`src/bridge_cmd_cfg.svh`:
```
`ifndef BRIDGE_CMD_CFG_SVH
`define BRIDGE_CMD_CFG_SVH

// ----------------------------------------
// Register offsets (byte addresses)
// ----------------------------------------
`define ID_REG_OFF        12'h000
`define DEVICE_CODE_OFF   12'h002
`define CMD_REG_OFF       12'h004
`define STATUS_REG_OFF    12'h006

// ----------------------------------------
// Command field positions
// ----------------------------------------
`define IO_EN_BIT         0
`define MEM_EN_BIT        1
`define BM_EN_BIT         2
`define PERR_EN_BIT       6
`define SERR_EN_BIT       8
`define INT_DIS_BIT       10

// Writable bits 0,1,2,6,8,10; all others read zero
`define CMD_WRITE_MASK    16'h0547
`define CMD_RESET         16'h0000

// ----------------------------------------
// Status field positions
// ----------------------------------------
`define MDPE_BIT          8
`define STATUS_RESET      16'h0000

`endif

```
`src/bridge_cmd_pkg.sv`:
```
package bridge_cmd_pkg;

	// Kind of request arriving on the secondary side
	typedef enum logic [3:0] {
		SEC_MEM_RD     = 4'h0,
		SEC_MEM_WR     = 4'h1,
		SEC_IO_RD      = 4'h2,
		SEC_IO_WR      = 4'h3,
		SEC_MSI_WR     = 4'h4,
		SEC_CPL        = 4'h5,
		SEC_MSG_OTHER  = 4'h6,
		SEC_ERR_COR    = 4'h7,
		SEC_ERR_NONFAT = 4'h8,
		SEC_ERR_FATAL  = 4'h9,
		SEC_INTX       = 4'ha,
		SEC_CFG_OTHER  = 4'hb
	} sec_kind_t;

	// Outcome of a secondary request
	typedef enum logic [1:0] {
		DEC_NONE    = 2'h0,
		DEC_FORWARD = 2'h1,
		DEC_UR      = 2'h2,
		DEC_DROP    = 2'h3
	} sec_decision_t;

endpackage

```
`src/bridge_cmd_if.sv`:
```
`timescale 1ns/1ps
`default_nettype none

interface bridge_cmd_if;
	logic                         bm_en;
	logic                         serr_en;
	bridge_cmd_pkg::sec_decision_t decision;

	modport reg_side (
		output bm_en,
		output serr_en,
		input  decision
	);
	modport gate_side (
		input  bm_en,
		input  serr_en,
		output decision
	);
endinterface

`default_nettype wire

```
`src/bridge_command_header_regs.sv`:
```
// How it works
// RL1: I/O enable gates claiming I/O window accesses
// RL2: Memory enable gates claiming memory window accesses
// RL3: No upstream memory/IO/MSI requests without master enable
// RL4: Non-posted requests get UR when master disabled
// RL5: Completions and other requests ignore master enable
// RL6: Parity enable gates poisoned-data status bit setting
// RL7: Own errors reported if system or devctl enabled
// RL8: Forward nonfatal/fatal messages when system error enabled
// RL9: Correctable error messages always forwarded
// RL10: Interrupt disable gates own INTx messages
// RL11: Forwarded legacy interrupts unaffected by disable
// RL12: Unused command bits read zero, read-only
// RL13: Read-only vendor code in low half
// RL14: Read-only device code in high half
// RL15: All command enables reset to zero
// RL16: Parity status bit cleared by writing one
// RL17: Byte enables limit writes to addressed bytes
`timescale 1ns/1ps
`default_nettype none
`include "bridge_cmd_cfg.svh"

module bridge_command_header_regs #(
	// Arbitrary identification values, replace per product
	parameter logic [15:0] VENDOR_CODE = 16'h5a5a,
	parameter logic [15:0] DEVICE_CODE = 16'h0c0d
) (
	// Clock and reset
	input  wire logic                      CLK,
	input  wire logic                      NRST,
	// Configuration requests
	input  wire logic                      CFG_REQ,
	input  wire logic                      CFG_WR,
	input  wire logic [11:0]               CFG_ADDR,
	input  wire logic [3:0]                CFG_BE,
	input  wire logic [31:0]               CFG_WDATA,
	output logic                           CFG_ACK,
	output logic [31:0]                    CFG_RDATA,
	// Primary-side accesses
	input  wire logic                      PRI_VALID,
	input  wire logic                      PRI_IS_IO,
	input  wire logic                      PRI_IN_IO_WIN,
	input  wire logic                      PRI_IN_MEM_WIN,
	input  wire logic                      PRI_IN_PREF_WIN,
	output logic                           PRI_CLAIM,
	output logic                           PRI_IGNORE,
	// Secondary-side requests
	input  wire logic                      SEC_VALID,
	input  wire bridge_cmd_pkg::sec_kind_t SEC_KIND,
	input  wire logic                      SEC_NONPOSTED,
	output logic                           SEC_FORWARD,
	output logic                           SEC_UR,
	output logic                           SEC_DROP,
	// Error events and reporting
	input  wire logic                      OWN_NONFATAL,
	input  wire logic                      OWN_FATAL,
	input  wire logic                      DEVCTL_NONFATAL_EN,
	input  wire logic                      DEVCTL_FATAL_EN,
	input  wire logic                      POISON_CPL_RX,
	input  wire logic                      POISON_WR_TX,
	output logic                           ERR_NONFATAL_MSG,
	output logic                           ERR_FATAL_MSG,
	// Own legacy interrupt
	input  wire logic                      OWN_INT_PENDING,
	output logic                           INTX_ASSERT_MSG,
	output logic                           INTX_DEASSERT_MSG
);

	// ----------------------------------------
	// Register state
	// ----------------------------------------
	logic [15:0] command_q;
	logic [15:0] command_d;
	logic        mdpe_q;
	logic        mdpe_d;
	logic        intx_sent_q;
	logic        intx_want;

	bridge_cmd_if cmd_bus ();

	// ----------------------------------------
	// Access decode
	// ----------------------------------------
	logic        cmd_hit;
	logic        id_hit;
	logic        cmd_wr;
	logic [31:0] rd_word;

	assign id_hit  = CFG_ADDR[11:2] == 10'(`ID_REG_OFF >> 2);
	assign cmd_hit = CFG_ADDR[11:2] == 10'(`CMD_REG_OFF >> 2);
	assign cmd_wr  = CFG_REQ && CFG_WR && cmd_hit;

	// ----------------------------------------
	// Command register
	// ----------------------------------------
	always_comb begin
		command_d = command_q;
		if (cmd_wr) begin
			if (CFG_BE[0]) // RL17
				command_d[7:0] = CFG_WDATA[7:0] & 8'(`CMD_WRITE_MASK); // RL12
			if (CFG_BE[1]) // RL17
				command_d[15:8] = CFG_WDATA[15:8] & 8'(`CMD_WRITE_MASK >> 8); // RL12
		end
	end

	always_ff @(posedge CLK) begin
		if (!NRST)
			command_q <= `CMD_RESET; // RL15
		else
			command_q <= command_d & `CMD_WRITE_MASK; // RL12
	end

	assign cmd_bus.bm_en   = command_q[`BM_EN_BIT];
	assign cmd_bus.serr_en = command_q[`SERR_EN_BIT];

	// ----------------------------------------
	// Master data parity error status
	// ----------------------------------------
	// A poison event in the clearing cycle still sets the bit
	always_comb begin
		mdpe_d = mdpe_q;
		if (cmd_wr && CFG_BE[3] && CFG_WDATA[16 + `MDPE_BIT])
			mdpe_d = 1'b0; // RL16
		if (command_q[`PERR_EN_BIT] && (POISON_CPL_RX || POISON_WR_TX))
			mdpe_d = 1'b1; // RL6
	end

	always_ff @(posedge CLK) begin
		if (!NRST)
			mdpe_q <= 1'(`STATUS_RESET >> `MDPE_BIT);
		else
			mdpe_q <= mdpe_d;
	end

	// ----------------------------------------
	// Read data and answer
	// ----------------------------------------
	always_comb begin
		rd_word = 32'h0000_0000;
		if (id_hit)
			rd_word = {DEVICE_CODE, VENDOR_CODE}; // RL13 RL14
		else if (cmd_hit)
			rd_word = {7'h00, mdpe_q, `MDPE_BIT'(0), command_q}; // RL12
	end

	// One-cycle answer; writes answer with zero data
	always_ff @(posedge CLK) begin
		if (!NRST) begin
			CFG_ACK   <= 1'b0;
			CFG_RDATA <= 32'h0000_0000;
		end else begin
			CFG_ACK   <= CFG_REQ;
			CFG_RDATA <= (CFG_REQ && !CFG_WR) ? rd_word : 32'h0000_0000;
		end
	end

	// ----------------------------------------
	// Primary-side claiming
	// ----------------------------------------
	logic pri_in_win;
	logic pri_enabled;

	assign pri_in_win  = PRI_IS_IO ? PRI_IN_IO_WIN : (PRI_IN_MEM_WIN || PRI_IN_PREF_WIN);
	assign pri_enabled = PRI_IS_IO ? command_q[`IO_EN_BIT] // RL1
	                               : command_q[`MEM_EN_BIT]; // RL2

	always_ff @(posedge CLK) begin
		if (!NRST) begin
			PRI_CLAIM  <= 1'b0;
			PRI_IGNORE <= 1'b0;
		end else begin
			PRI_CLAIM  <= PRI_VALID && pri_in_win && pri_enabled; // RL1 RL2
			PRI_IGNORE <= PRI_VALID && pri_in_win && !pri_enabled; // RL1 RL2
		end
	end

	// ----------------------------------------
	// Secondary-side forwarding
	// ----------------------------------------
	upstream_request_gate gate (
		.cmd       (cmd_bus),
		.valid     (SEC_VALID),
		.kind      (SEC_KIND),
		.nonposted (SEC_NONPOSTED)
	);

	always_ff @(posedge CLK) begin
		if (!NRST) begin
			SEC_FORWARD <= 1'b0;
			SEC_UR      <= 1'b0;
			SEC_DROP    <= 1'b0;
		end else begin
			SEC_FORWARD <= cmd_bus.decision == bridge_cmd_pkg::DEC_FORWARD; // RL5
			SEC_UR      <= cmd_bus.decision == bridge_cmd_pkg::DEC_UR; // RL4
			SEC_DROP    <= cmd_bus.decision == bridge_cmd_pkg::DEC_DROP; // RL3
		end
	end

	// ----------------------------------------
	// Own error reporting
	// ----------------------------------------
	always_ff @(posedge CLK) begin
		if (!NRST) begin
			ERR_NONFATAL_MSG <= 1'b0;
			ERR_FATAL_MSG    <= 1'b0;
		end else begin
			ERR_NONFATAL_MSG <= OWN_NONFATAL && (command_q[`SERR_EN_BIT] || DEVCTL_NONFATAL_EN); // RL7
			ERR_FATAL_MSG    <= OWN_FATAL && (command_q[`SERR_EN_BIT] || DEVCTL_FATAL_EN); // RL7
		end
	end

	// ----------------------------------------
	// Own legacy interrupt
	// ----------------------------------------
	// Setting the disable bit while asserted sends a deassert,
	// so the upstream resolved state never sticks high
	assign intx_want = OWN_INT_PENDING && !command_q[`INT_DIS_BIT]; // RL10

	always_ff @(posedge CLK) begin
		if (!NRST) begin
			intx_sent_q       <= 1'b0;
			INTX_ASSERT_MSG   <= 1'b0;
			INTX_DEASSERT_MSG <= 1'b0;
		end else begin
			intx_sent_q       <= intx_want;
			INTX_ASSERT_MSG   <= intx_want && !intx_sent_q; // RL10
			INTX_DEASSERT_MSG <= !intx_want && intx_sent_q; // RL10
		end
	end

endmodule

`default_nettype wire

```
`src/upstream_request_gate.sv`:
```
`timescale 1ns/1ps
`default_nettype none

module upstream_request_gate (
	// Command bits in, decision out
	bridge_cmd_if.gate_side        cmd,
	// Secondary request
	input  wire logic                      valid,
	input  wire bridge_cmd_pkg::sec_kind_t kind,
	input  wire logic                      nonposted
);

	always_comb begin
		cmd.decision = bridge_cmd_pkg::DEC_NONE;
		if (valid) begin
			unique case (kind)
				bridge_cmd_pkg::SEC_MEM_RD,
				bridge_cmd_pkg::SEC_MEM_WR,
				bridge_cmd_pkg::SEC_IO_RD,
				bridge_cmd_pkg::SEC_IO_WR,
				bridge_cmd_pkg::SEC_MSI_WR: begin
					if (cmd.bm_en)
						cmd.decision = bridge_cmd_pkg::DEC_FORWARD;
					else if (nonposted)
						cmd.decision = bridge_cmd_pkg::DEC_UR; // RL4
					else
						cmd.decision = bridge_cmd_pkg::DEC_DROP; // RL3
				end
				// Completions and other traffic ignore bus master enable
				bridge_cmd_pkg::SEC_CPL,
				bridge_cmd_pkg::SEC_MSG_OTHER,
				bridge_cmd_pkg::SEC_CFG_OTHER: cmd.decision = bridge_cmd_pkg::DEC_FORWARD; // RL5
				bridge_cmd_pkg::SEC_ERR_COR:   cmd.decision = bridge_cmd_pkg::DEC_FORWARD; // RL9
				bridge_cmd_pkg::SEC_ERR_NONFAT,
				bridge_cmd_pkg::SEC_ERR_FATAL: begin
					cmd.decision = cmd.serr_en ? bridge_cmd_pkg::DEC_FORWARD
					                           : bridge_cmd_pkg::DEC_DROP; // RL8
				end
				bridge_cmd_pkg::SEC_INTX:      cmd.decision = bridge_cmd_pkg::DEC_FORWARD; // RL11
				default:                       cmd.decision = bridge_cmd_pkg::DEC_DROP;
			endcase
		end
	end

endmodule

`default_nettype wire
```
`config.mk`:
```
export PLATFORM = sky130hd
export DESIGN_NAME = bridge_command_header_regs
export DESIGN_NICKNAME = d
export VERILOG_FILES = /design/src/bridge_cmd_pkg.sv /design/src/bridge_cmd_if.sv /design/src/bridge_command_header_regs.sv /design/src/upstream_request_gate.sv
export VERILOG_INCLUDE_DIRS = /design/src
export SDC_FILE = /design/constraint.sdc
export NUM_CORES = 1
export LEC_CHECK = 0
export ABC_CLOCK_PERIOD_IN_PS = 1600
export BUFFER_PORTS_ARGS = -buffer_cell sky130_fd_sc_hd__buf_2
export CAP_MARGIN = 15
export CORE_MARGIN = 2
export CORE_UTILIZATION = 33
export CTS_BUF_LIST = sky130_fd_sc_hd__clkbuf_4 sky130_fd_sc_hd__clkbuf_8
export DETAILED_ROUTE_END_ITERATION = 7
export GPL_TIMING_DRIVEN = 0
export PLACE_DENSITY_LB_ADDON = 0.3
export SETUP_SLACK_MARGIN = 0.2
export SLEW_MARGIN = 10
export SYNTH_ARGS = -nofsm -noshare
export SYNTH_HDL_FRONTEND = slang
export SYNTH_HIERARCHICAL = 1
export SYNTH_SLANG_ARGS = --single-unit
```
`constraint.sdc`:
```
create_clock -name CLK -period 1.6 [get_ports CLK]
set_clock_uncertainty 0.1 [all_clocks]
set_input_delay 0.24 -clock CLK [delete_from_list [all_inputs] [get_ports CLK]]
set_output_delay 0.24 -clock CLK [all_outputs]
set_load 0.05 [all_outputs]
```
Yosys cells after proc, flatten, opt, wreduce, memory -nomap -nowiden
Index checks and enable logic that the tools add are counted.
Storage, ports and cells
  bits in registers: 50
  bits of input ports: 70
  output and inout bits: 42
  logic and storage cells: 80
Cells by class
  equal/unequal tests: 15
  mux-type cells: 11
  bitwise operators: 3
  reduce and logical (&&, ||, !) cells: 34
Operator list (number)
  $mux 28: 1
  $mux 25: 1
  $eq 4x3->1 const B: 4
  $eq 4x4->1 const B: 4
  $logic_and 1x1->1: 14
  $eq 10x1->1 const B: 1
  $logic_not 10->1: 1
  $reduce_or 5->1: 2
  $eq 4x2->1 const B: 2
  $mux 2: 3
  $pmux 2 s3: 1
  $reduce_and 2->1: 3
  $logic_not 1->1: 5
  $mux 1: 5
  $eq 2x2->1 const B: 2
  $eq 4x1->1 const B: 1
  $logic_not 4->1: 1
  $logic_or 1x1->1: 4
  $reduce_or 4->1: 1
  $not 1->1: 3
  $reduce_or 3->1: 1
  $eq 2x1->1 const B: 1
  $reduce_bool 2->1: 1
  $reduce_or 2->1: 1

Longest topological paths before layout
Gate-level depths: netlist of the first run.
  word-level depth: 6
  gate-level depth with buffers: 4
  mapped depth without buffers: 4

By module
The synthesis of the first run kept the hierarchy.
By module, submodules not included
  bridge_command_header_regs: instances 1, cells each 117, area each 1113.6 µm²
  upstream_request_gate: instances 1, cells each 7, area each 42.5 µm²

Worst setup path after synthesis of the first run
No wires, ideal clock.
  path type: in2reg
  start point: input port CFG_ADDR[7]
  end point: register CFG_RDATA[1]
  setup time: 0.070 ns
  data arrival time: 1.445 ns
  path slack: -0.015 ns
  cell stages on the path: 3
  path through: or4_4 > or4_4 > a21oi_1
On the way
  cells in the longest elaborated chain, start to end: 3
  elaborated cells between the ends (all ways): 4
Ends and longest elaborated chain
  start: declaration: RTL line bridge_command_header_regs.sv:34  | input wire logic [11:0] CFG_ADDR,
  $eq 10x1->1: RTL line bridge_command_header_regs.sv:90  | assign cmd_hit = CFG_ADDR[11:2] == 10'(`CMD_REG_OFF >> 2);
  $mux 25: RTL line bridge_command_header_regs.sv:142  | else if (cmd_hit)
  $mux 28 (*): RTL line bridge_command_header_regs.sv:140  | if (id_hit)
  end signal: assignment: RTL line bridge_command_header_regs.sv:153  | CFG_RDATA <= (CFG_REQ && !CFG_WR) ? rd_word : 32'h0000_0000;
  end: declaration: RTL line bridge_command_header_regs.sv:38  | output logic [31:0] CFG_RDATA,
Every way passes the cells marked *; elsewhere a longest branch is shown, timed or not.
A chain may end at the register's enable or synchronous reset.

Worst setup path in the final report of the first run
  start point: input port CFG_ADDR[7]
  end point: register CFG_RDATA[6]
The elaborated chain is that of the path after synthesis.

==> results of run 1 <==
-- synthesized netlist by cell type, types with 2 or more instances --
library cell  number
or4_4              3
o211a_1            2
and2_1             6
nor2_1             6
mux2i_1            7
a21oi_1            4
clkbuf_1           2
and3_1             2
buf_4             24
dfxtp_1           26
nand2_1           17
nand3_1            2
inv_1              5
nor4_1             2
nor2b_1            2
-- power groups by stage --
stage	Sequential (W)	Combinational, W	Clock, W
2_1_floorplan	0.000713	0.000138	0
3_3_place_gp	0.000675	0.000245	0
3_5_place_dp	0.000676	0.000246	0
4_1_cts	0.000662	0.000253	0.000458
5_1_grt	0.000662	0.000272	0.000492
6_report	0.000660	0.000253	0.000445
-- critical path, cell delays in order --
cell	delay, ns
buf_6	0.09
or4_4	0.59
or4_4	0.56
a21oi_2	0.11
-- final timing paths --
kind	start	slack, ns	endpoint
worst max register to register	command_q[8]	0.48	SEC_DROP
worst min-delay path	CFG_ADDR[2]	0.03	CFG_RDATA[26]
worst max-delay path	CFG_ADDR[7]	0.17	CFG_RDATA[6]
worst min register to register	intx_sent_q	0.32	INTX_ASSERT_MSG
-- cell usage in the layout (no fill, tap or decap), types with 2 or more instances in the layout --
cell type and n:
and2_1 6, buf_4 36, conb_1 14, or4_4 3, o211a_1 2, buf_2 57
nor2_1 6, nand3_1 2, a21oi_2 2, and3_1 2, nand2_1 17, dfxtp_1 25
clkbuf_4 3, inv_1 5, mux2i_1 7, nor2b_1 2, clkbuf_1 2, a21oi_1 2
nor4_4 2
-- what timing repair did --
item,in CTS,in global routing
endpoints found under the setup margin,23,15
gates resized for setup,15,2
hold buffers,1,0
setup buffers,1,0
endpoints found under the hold margin,1,0
pin swaps,1,0
-- sequential cells by signal, summed over array words and instances, names as in the netlist --
register,flops
mdpe_q,1
ERR_NONFATAL_MSG,1
ERR_FATAL_MSG,1
SEC_UR,1
PRI_IGNORE,1
SEC_FORWARD,1
command_q,6
CFG_RDATA,8
INTX_DEASSERT_MSG,1
INTX_ASSERT_MSG,1
PRI_CLAIM,1
CFG_ACK,1
intx_sent_q,1
SEC_DROP,1
-- through the flow --
| step | power, W | instances |
|---|---|---|
| 4_1_cts | 0.00137 | 258 |
| 3_5_place_dp | 0.000922 | 252 |
| 5_1_grt | 0.00143 | 258 |
| 3_3_place_gp | 0.000921 | 252 |
| 6_report | 0.00136 | 258 |
| 2_1_floorplan | 0.000850 | 137 |
-- routing by layer --
| layer | routed length (um) | up-vias | track usage (%) | part of all wire (%) |
|---|---|---|---|---|
| met5 | 0 | - | 0 | 0 |
| met4 | 0 | 0 | 5.98 | 0 |
| met3 | 189 | 0 | 3.04 | 7.6 |
| met2 | 1290 | 43 | 22.2 | 51 |
| met1 | 1020 | 456 | 15.0 | 41 |
| li1 | - | 555 | - | - |
-- layout make-up --
class	count	area, um^2
Sequential cell	26	524
Clock inverter	1	30.0
Tap cell	46	57.6
Fill cell	341	1630
Buffer	26	188
Multi-Input combinational cell	80	500
Clock buffer	3	22.5
Inverter	5	18.8
Timing Repair Buffer	71	397
-- cells by family (layout without fill, tap and decap cells) --
family | Yosys count | in the layout | synth area share [%]
AND/OR/NAND/NOR | 46 | 46 | 22.9
multiplexers | 7 | 7 | 6.06
buffers and inverters | 31 | 106 | 17.9
flip-flops | 26 | 26 | 45.0
other | 1 | 14 | 0.324
AO/OA/AOI/OAI | 13 | 13 | 7.79
==> out/metrics.csv, run 1 <==
stage;metric;value;unit
outcome;status;finished, final reports clean;
sta;finalSetupViolCount;0;
detailed_routing;routed_wl;2.50;mm
sta;layout_setup_ws;0.170;ns
floorplan;chipHeight;63.2;um
grt;antenna_found_initial;0;
layout;final_util;51.7;%
sta;fin_crit_sh;89.4;%
setup_path;worstPathMaxFanout;5;
clock_network;numCtsBuffers;3;
grt;gr-usage-all-layers;12.9;%
setup_path;cp-end-kind;register;
setup_path;path_class;input pin to register;
power_and_ir_drop;seqPwrFrac;48.6;%
sta;hold_viol;0;
synthesis;yosysUniqueCellTypes;29;
setup_path;critPathArrivalTime;1.59;ns
setup_path;critical_path_required;1.76;ns
synthesis;ys_async_sr_fraction;0;%
sta;period_needed;1.43;ns
floorplan;rows;21;
sta;drv_slew;0;
floorplan;start_util;34.4;%
setup_path;start_kind;input pin;
detailed_routing;vias;1054;
synthesis;syn_area;1160;um^2
power_and_ir_drop;p_switching;0.000360;W
floorplan;core_area;3360;um^2
grt;grt_pass1_vias;986;
detailed_routing;drtPass1Iterations;4;
grt;grt_max_degree;16;
synthesis;synth_flop_cell;dfxtp_1;
synthesis;yosysTopAreaCell;dfxtp_1;
layout;drive_above_1_share;50.5;%
grt;grt_pass1_wl;4.13;mm
synthesis;avgSynthCellArea;9.32;um^2
synthesis;synth_area_leaders;dfxtp_1 (45%), buf_4 (16%), mux2i_1 (6.1%);
power_and_ir_drop;swShare;26.5;%
detailed_routing;wl_per_cell;9.69;um
clock_network;insertion_delay;0.31;ns
synthesis;synth_top_area_share;45.0;%
sta;holdWs;0.0267;ns
synthesis;yosysSeqAreaShare;45.0;%
clock_network;h-tree-depth;1;
detailed_routing;ant_nets;0;
synthesis;synth_cells;124;
synthesis;synth-seq-cells;26;
detailed_routing;drc;0;
worst_hold_path;hold_class;input pin to register;
clock_network;cts-root-buf;clkbuf_4;
grt;grt_remaining_overflow;0;
sta;fmaxAchievable;699;MHz
job;maxCapViolCount;0;
place;dpl_cell_area;1610;um^2
layout;synthToLayoutAreaGrowth;50.3;%
place;place_ws;-0.458;ns
clock_network;clkSinkCount;26;
floorplan;die_w;63.2;um
worst_hold_path;hold_path_depth;2;
sta;setup-tns-final;0;ns
place;dp_hpwl;1.98;mm
layout;fin_nets;283;
layout;diodes;0;
clock_network;cts_buffer_depth;2;
power_and_ir_drop;comb_power_share;18.7;%
clock_network;cts_tree;yes;
place;gp_congestion;0.806;
layout;final_area;1740;um^2
synthesis;synth_edf_count;0;
clock_network;clk_pin_slew_worst_paths;0.13;ns
power_and_ir_drop;p_per_area;781;nW/um^2
setup_path;ff2ff_path_depth;3;
floorplan;dieArea;3990;um^2
floorplan;io_pins;112;
power_and_ir_drop;clock_power_share;32.7;%
place;io_buffers;69;
sta;rsz0062_at_grt;yes;
detailed_routing;drtIter0Drc;15;
detailed_routing;viasPerCell;4.09;
synthesis;ys_warn_count;6;
power_and_ir_drop;p_int;0.000998;W
power_and_ir_drop;leakage;0.923;nW
power_and_ir_drop;ir_drop;0.349;mV
Power figures use the tool's default switching activity.
==> run 2: changes to the inputs <==
--- a/config.mk
+++ b/config.mk
@@ -15,6 +15,7 @@
 export DETAILED_ROUTE_END_ITERATION = 7
 export GPL_TIMING_DRIVEN = 0
 export PLACE_DENSITY_LB_ADDON = 0.3
+export REMOVE_ABC_BUFFERS = 1
 export SETUP_SLACK_MARGIN = 0.2
 export SLEW_MARGIN = 10
 export SYNTH_ARGS = -nofsm -noshare
==> run 2 against run 1 <==
  * Worst setup slack better by 0.017 ns
  * Power down 1.6%
  * Combinational power down 9.9%
  * First-iteration DRC count up 150%
  * Final area down 10%
  * Flip-flop and latch count unchanged
  * Via count down 6.8%
  * Global-route usage down 0.66 points
  * Largest power group unchanged
  * Highest routed layer is now met4
==> out/metrics.csv, run 2 (synthesis gave the netlist of run 1 again) <==
stage;metric;value;unit;change
clock_network;clk_pin_slew_worst_paths;0.14;ns;about the same
sta;fmaxAchievable;708;MHz;+1.2%
sta;drv_slew;0;;unchanged
sta;finalSetupViolCount;0;;unchanged
grt;antenna_found_initial;0;;unchanged
floorplan;rows;21;;unchanged
floorplan;start_util;34.4;%;unchanged
grt;grt_remaining_overflow;0;;unchanged
floorplan;dieArea;3990;um^2;unchanged
clock_network;h-tree-depth;1;;unchanged
grt;grt_pass1_wl;3.83;mm;-7.4%
detailed_routing;drc;0;;unchanged
power_and_ir_drop;p_per_area;858;nW/um^2;+9.8%
floorplan;die_w;63.2;um;unchanged
detailed_routing;drtIter0Drc;37;;+22
clock_network;insertion_delay;0.32;ns;about the same
place;gp_congestion;0.663;;-18%
power_and_ir_drop;p_switching;0.000358;W;-0.39%
power_and_ir_drop;leakage;0.809;nW;-12%
detailed_routing;viasPerCell;4.20;;+2.7%
sta;fin_crit_sh;88.3;%;-1.1 points
setup_path;cp-end-kind;register;;
grt;gr-usage-all-layers;12.2;%;-0.66 points
power_and_ir_drop;comb_power_share;17.0;%;-1.7 points
power_and_ir_drop;p_int;0.000978;W;-2.1%
layout;largest_reg_flops;8;;unchanged
setup_path;worstPathMaxFanout;5;;unchanged
sta;period_needed;1.41;ns;-0.0172 ns
layout;largestRegisters;CFG_RDATA x8, command_q x6;;
floorplan;chipHeight;63.2;um;unchanged
setup_path;path_class;input pin to register;;
power_and_ir_drop;total_power;0.00134;W;-1.6%
layout;nFillCells;369;;+8.2%
layout;diodes;0;;unchanged
floorplan;io_pins;112;;unchanged
layout;fin_nets;259;;-8.5%
grt;grt_pass1_vias;901;;-8.6%
power_and_ir_drop;clock_power_share;33.4;%;+0.7 points
worst_hold_path;hold_class;input pin to register;;
layout;drive_above_1_share;45.2;%;-5.3 points
clock_network;cts-root-buf;clkbuf_4;;
floorplan;core_area;3360;um^2;unchanged
clock_network;numCtsBuffers;3;;unchanged
outcome;status;finished, final reports clean;;
job;maxCapViolCount;0;;unchanged
layout;final_cell_mix;buf_2 (64), dfxtp_1 (25), nand2_1 (17), conb_1 (14), mux2i_1 (7);;
layout;fin_cells;234;;-9.3%
setup_path;critical_path_required;1.76;ns;about the same
setup_path;critPathArrivalTime;1.57;ns;-0.02 ns
grt;grt_max_degree;24;;+8
sta;rsz0062_at_grt;yes;;
power_and_ir_drop;seqPwrFrac;49.5;%;+0.9 points
layout;layout_commonest_cell;buf_2;;
layout;final_util;46.3;%;-5.4 points
sta;hold_viol;0;;unchanged
detailed_routing;routed_wl;2.38;mm;-4.8%
clock_network;cts_buffer_depth;2;;unchanged
detailed_routing;drtPass1Iterations;4;;unchanged
place;dp.cells;226;;-10%
layout;synthToLayoutAreaGrowth;34.7;%;
setup_path;start_kind;input pin;;
place;io_buffers;69;;unchanged
place;dp_hpwl;1.86;mm;-6.1%
clock_network;clkSinkCount;26;;unchanged
detailed_routing;vias;982;;-6.8%
power_and_ir_drop;ir_drop;0.406;mV;+16%
power_and_ir_drop;swShare;26.8;%;+0.33 points
detailed_routing;wl_per_cell;10.2;um;+4.9%
detailed_routing;ant_nets;0;;unchanged
clock_network;cts_tree;yes;;
layout;regMostFlops;CFG_RDATA;;
run 2: cell types whose count changed in the layout (fill, tap and decap cells not counted):
cell,change
buf_2,+7
buf_4,-32
buf_6,+1
clkbuf_1,-2
clkbuf_4,+2
dfxtp_2,+1
dfxtp_4,-1
nor4_2,-1
nor4_4,+1
run 2: metal layers:
layer  part of all wire [%]  GRT usage [%]  up-vias
met5                      0              0        -
met4                    1.5           5.71        0
met3                    8.4           2.50        4
met2                     49           21.8       48
met1                     41           13.8      427
li1                       -              -      503
run 2: final timing paths:
kind | start | to | slack (ns) | cells past startpoint
worst min register to register | intx_sent_q | INTX_ASSERT_MSG | 0.32 | 1
worst max-delay path | CFG_ADDR[4] | command_q[2] | 0.19 | 5
worst max register to register | command_q[8] | SEC_DROP | 0.50 | 3
worst min-delay path | CFG_ADDR[2] | CFG_RDATA[26] | 0.03 | 2
run 2: timing repair:
action                                  CTS  global route
setup buffers                             3             0
gates resized for setup                   6             8
endpoints found under the setup margin   24            23
endpoints found under the hold margin     1             0
hold buffers                              1             0
pin swaps                                 5             4
run 2: layout make-up:
cell class	count	area, um^2	area share, %
clock buffer	3	22.5	1.45
clock inverter	1	30.0	1.93
inverter	5	18.8	1.20
multi-input combinational	80	509	32.7
sequential	26	522	33.5
tap	46	57.6	3.69
timing repair buffer	73	398	25.5
run 2: power groups by stage:
stage	logic, W	clock network (W)	registers, W
after floorplan	0.000105	0	0.000713
after global placement	0.000217	0	0.000676
after detailed placement	0.000218	0	0.000676
after CTS	0.000228	0.000469	0.000662
after global routing	0.000243	0.000502	0.000664
final	0.000228	0.000447	0.000662
run 2: critical path: stages:
cell,delay [ns]
buf_6,0.09
or4_4,0.60
nor4_4,0.27
buf_4,0.19
mux2i_1,0.19
run 2: metrics by stage:
stage | instance area, um^2 | worst slack (ns) | setup TNS, ns | hold slack [ns]
floorplan | 1020 | -2.55 | -28.06 | 0.212
global placement | 1420 | -0.451 | -3.72 | 0.300
detailed placement | 1420 | -0.438 | -3.79 | 0.300
CTS | 1540 | 0.142 | 0 | 0.0158
global route | 1560 | 0.162 | 0 | 0.00413
finish | 1560 | 0.187 | 0 | 0.0262
==> run 3: changes to the inputs <==
--- a/config.mk
+++ b/config.mk
@@ -20,5 +20,4 @@
 export SLEW_MARGIN = 10
 export SYNTH_ARGS = -nofsm -noshare
 export SYNTH_HDL_FRONTEND = slang
-export SYNTH_HIERARCHICAL = 1
 export SYNTH_SLANG_ARGS = --single-unit
==> run 3 against run 2 <==
  * Flip-flop and latch count stayed put
  * Maximum frequency decreased by 3.4%
  * Synthesized area is 0.54% higher
  * Clock-buffer cell count unchanged
  * Combinational power is 4% lower
  * Final area decreased by 1.1%
  * Worst setup slack lost 0.049 ns
  * Register-to-register slack gained 0.12 ns
  * Power fell by 15%
  * Critical path depth is 1 lower
  * Highest routed layer unchanged
==> out/metrics.csv, run 3 <==
stage;metric;value;unit;change
clock_network;cts_tree;yes;;
floorplan;dieArea;4010;um^2;+0.51%
detailed_routing;routed_wl;2.23;mm;-6.4%
layout;largestRegisters;CFG_RDATA x8, command_q x6;;
synthesis;yosysUniqueCellTypes;26;;-10%
power_and_ir_drop;p_int;0.000809;W;-17%
sta;period_needed;1.46;ns;+0.0495 ns
power_and_ir_drop;comb_power_share;19.3;%;+2.3 points
floorplan;die_w;63.4;um;+0.25%
detailed_routing;drtPass1Iterations;4;;unchanged
grt;grt_pass1_wl;3.62;mm;-5.4%
floorplan;core_area;3360;um^2;unchanged
sta;drv_slew;0;;unchanged
setup_path;critPathArrivalTime;1.61;ns;+0.04 ns
place;gp_congestion;0.641;;-3.3%
setup_path;critPathSlowestCell;or4_4;;
outcome;status;finished, final reports clean;;
place;io_buffers;69;;unchanged
clock_network;h-tree-depth;1;;unchanged
sta;holdWs;0.0385;ns;+0.0123 ns
synthesis;synth_flop_cell;dfxtp_1;;
setup_path;critical_path_required;1.75;ns;about the same
detailed_routing;ant_nets;0;;unchanged
layout;final_util;45.8;%;-0.52 points
layout;diodes;0;;unchanged
grt;grt_remaining_overflow;0;;unchanged
power_and_ir_drop;swShare;28.8;%;+2.0 points
setup_path;cp_common_cell;or4_4;;
setup_path;worstPathMaxFanout;5;;unchanged
power_and_ir_drop;leakage;0.776;nW;-4.0%
synthesis;synth_area_leaders;dfxtp_1 (45%), buf_4 (16%), mux2i_1 (6.0%);;
sta;finalSetupViolCount;0;;unchanged
floorplan;chipHeight;63.4;um;+0.25%
synthesis;synth_top_area_share;44.8;%;-0.24 points
layout;largest_reg_flops;8;;unchanged
worst_hold_path;hold_class;input pin to register;;
clock_network;clkSinkCount;26;;unchanged
floorplan;start_util;34.6;%;+0.19 points
synthesis;synth_cells;125;;+0.81%
synthesis;synth_common_cells;dfxtp_1 (26), buf_4 (24), nand2_1 (16), mux2i_1 (7), nor2_1 (7);;
layout;fin_nets;259;;unchanged
power_and_ir_drop;p_switching;0.000327;W;-8.6%
grt;gr-usage-all-layers;11.6;%;-0.57 points
grt;antenna_found_initial;0;;unchanged
power_and_ir_drop;ir_drop;0.334;mV;-18%
synthesis;synth_edf_count;0;;unchanged
place;place_ws;-0.408;ns;+0.0299 ns
job;maxCapViolCount;0;;unchanged
detailed_routing;wl_per_cell;9.55;um;-6.0%
synthesis;synth-seq-cells;26;;unchanged
power_and_ir_drop;seqPwrFrac;58.1;%;+8.6 points
synthesis;yosysTopAreaCell;dfxtp_1;;
detailed_routing;vias;953;;-3.0%
layout;drive_above_1_share;44.4;%;-0.83 points
detailed_routing;drtIter0Drc;19;;-49%
grt;grt_pass1_vias;851;;-5.5%
clock_network;numCtsBuffers;3;;unchanged
power_and_ir_drop;p_per_area;738;nW/um^2;-14%
place;dp_hpwl;1.73;mm;-7.0%
synthesis;avgSynthCellArea;9.30;um^2;-0.26%
synthesis;ys_warn_count;0;;-6
sta;hold_viol;0;;unchanged
synthesis;ys_async_sr_fraction;0;%;unchanged
floorplan;rows;21;;unchanged
floorplan;io_pins;112;;unchanged
grt;grt_max_degree;22;;-8.3%
setup_path;path_class;input pin to register;;
clock_network;clk_pin_slew_worst_paths;0.12;ns;-0.02 ns
clock_network;insertion_delay;0.30;ns;-0.02 ns
sta;fmaxAchievable;684;MHz;-3.4%
synthesis;yosysMostFrequentCell;dfxtp_1;;
power_and_ir_drop;clock_power_share;22.5;%;-11 points
setup_path;cp_top_family;simple AND/OR/NAND/NOR gates;;
setup_path;path_cells;buf_6, or4_4, or4_4, a21oi_2;;
layout;layout_commonest_cell;buf_2;;
clock_network;cts-root-buf;clkbuf_4;;
detailed_routing;drc;0;;unchanged
synthesis;syn_area;1160;um^2;+0.54%
sta;rsz0062_at_grt;yes;;
synthesis;yosysSeqAreaShare;44.8;%;-0.24 points
clock_network;cts_buffer_depth;2;;unchanged
sta;fin_crit_sh;91.4;%;+3.1 points
layout;regMostFlops;CFG_RDATA;;
setup_path;cp-end-kind;register;;
setup_path;start_kind;input pin;;
layout;final_cell_mix;buf_2 (57), dfxtp_1 (25), nand2_1 (16), conb_1 (14), clkbuf_4 (11);;
setup_path;slowest_delay;0.60;ns;about the same
setup_path;cp_num_buf_inv;1;;-1
layout;synthToLayoutAreaGrowth;32.5;%;
sta;layout_setup_ws;0.137;ns;-0.0495 ns
detailed_routing;viasPerCell;4.09;;-2.5%
-- run 3: routing by layer --
layer | wire (um) | vias to the layer above | track usage [%] | share of wire, %
met3 | 187 | 2 | 2.86 | 8.4
met1 | 931 | 406 | 12.8 | 42
met4 | 29 | 0 | 6.52 | 1.3
met5 | 0 | - | 0 | 0
met2 | 1080 | 45 | 20.3 | 48
li1 | - | 500 | - | -
-- run 3: worst paths after layout --
path                start              end  slack [ns]  cells past startpoint
min reg2reg   intx_sent_q  INTX_ASSERT_MSG        0.32                      1
max           CFG_ADDR[4]     CFG_RDATA[1]        0.14                      4
min           CFG_ADDR[2]    CFG_RDATA[26]        0.04                      2
max reg2reg  command_q[8]      SEC_FORWARD        0.62                      3
-- run 3: power by group through the flow --
stage               Sequential [W]  Clock [W]  Combinational (W)
floorplan                 0.000710          0           0.000104
global placement          0.000675          0           0.000212
detailed placement        0.000675          0           0.000213
CTS                       0.000661   0.000276           0.000220
global route              0.000662   0.000316           0.000236
finish                    0.000660   0.000256           0.000219
-- run 3: layout make-up --
type                            instances  area [um^2]
Inverter                                4         15.0
Multi-Input combinational cell         82          519
Fill cell                             363         1820
Sequential cell                        26          522
Tap cell                               46         57.6
Timing Repair Buffer                   72          404
Clock buffer                            3         22.5
-- run 3: kinds of logic (layout without fill, tap and decap cells) --
family | Yosys count | count (layout) | synth area share (%)
other | 1 | 14 | 0.323
multiplexers | 7 | 7 | 6.03
AO/OA/AOI/OAI | 11 | 11 | 6.46
buffers and inverters | 30 | 79 | 17.4
flip-flops | 26 | 26 | 44.8
AND/OR/NAND/NOR | 50 | 50 | 25.0
-- run 3: per-stage QoR --
step	total power, W	instance area (um^2)	cells	setup TNS (ns)
floorplan	0.000814	1020	112	-28.06
global placement	0.000887	1430	227	-3.78
detailed placement	0.000888	1430	227	-3.66
CTS	0.00116	1510	233	0
global route	0.00121	1540	233	0
finish	0.00114	1540	233	0
-- run 3: what timing repair did --
item | in CTS | in global routing
setup buffers | 2 | 0
hold buffers | 1 | 0
resized for setup | 5 | 16
endpoints found under the setup margin | 24 | 18
endpoints found under the hold margin | 1 | 0
pin swaps | 2 | 2
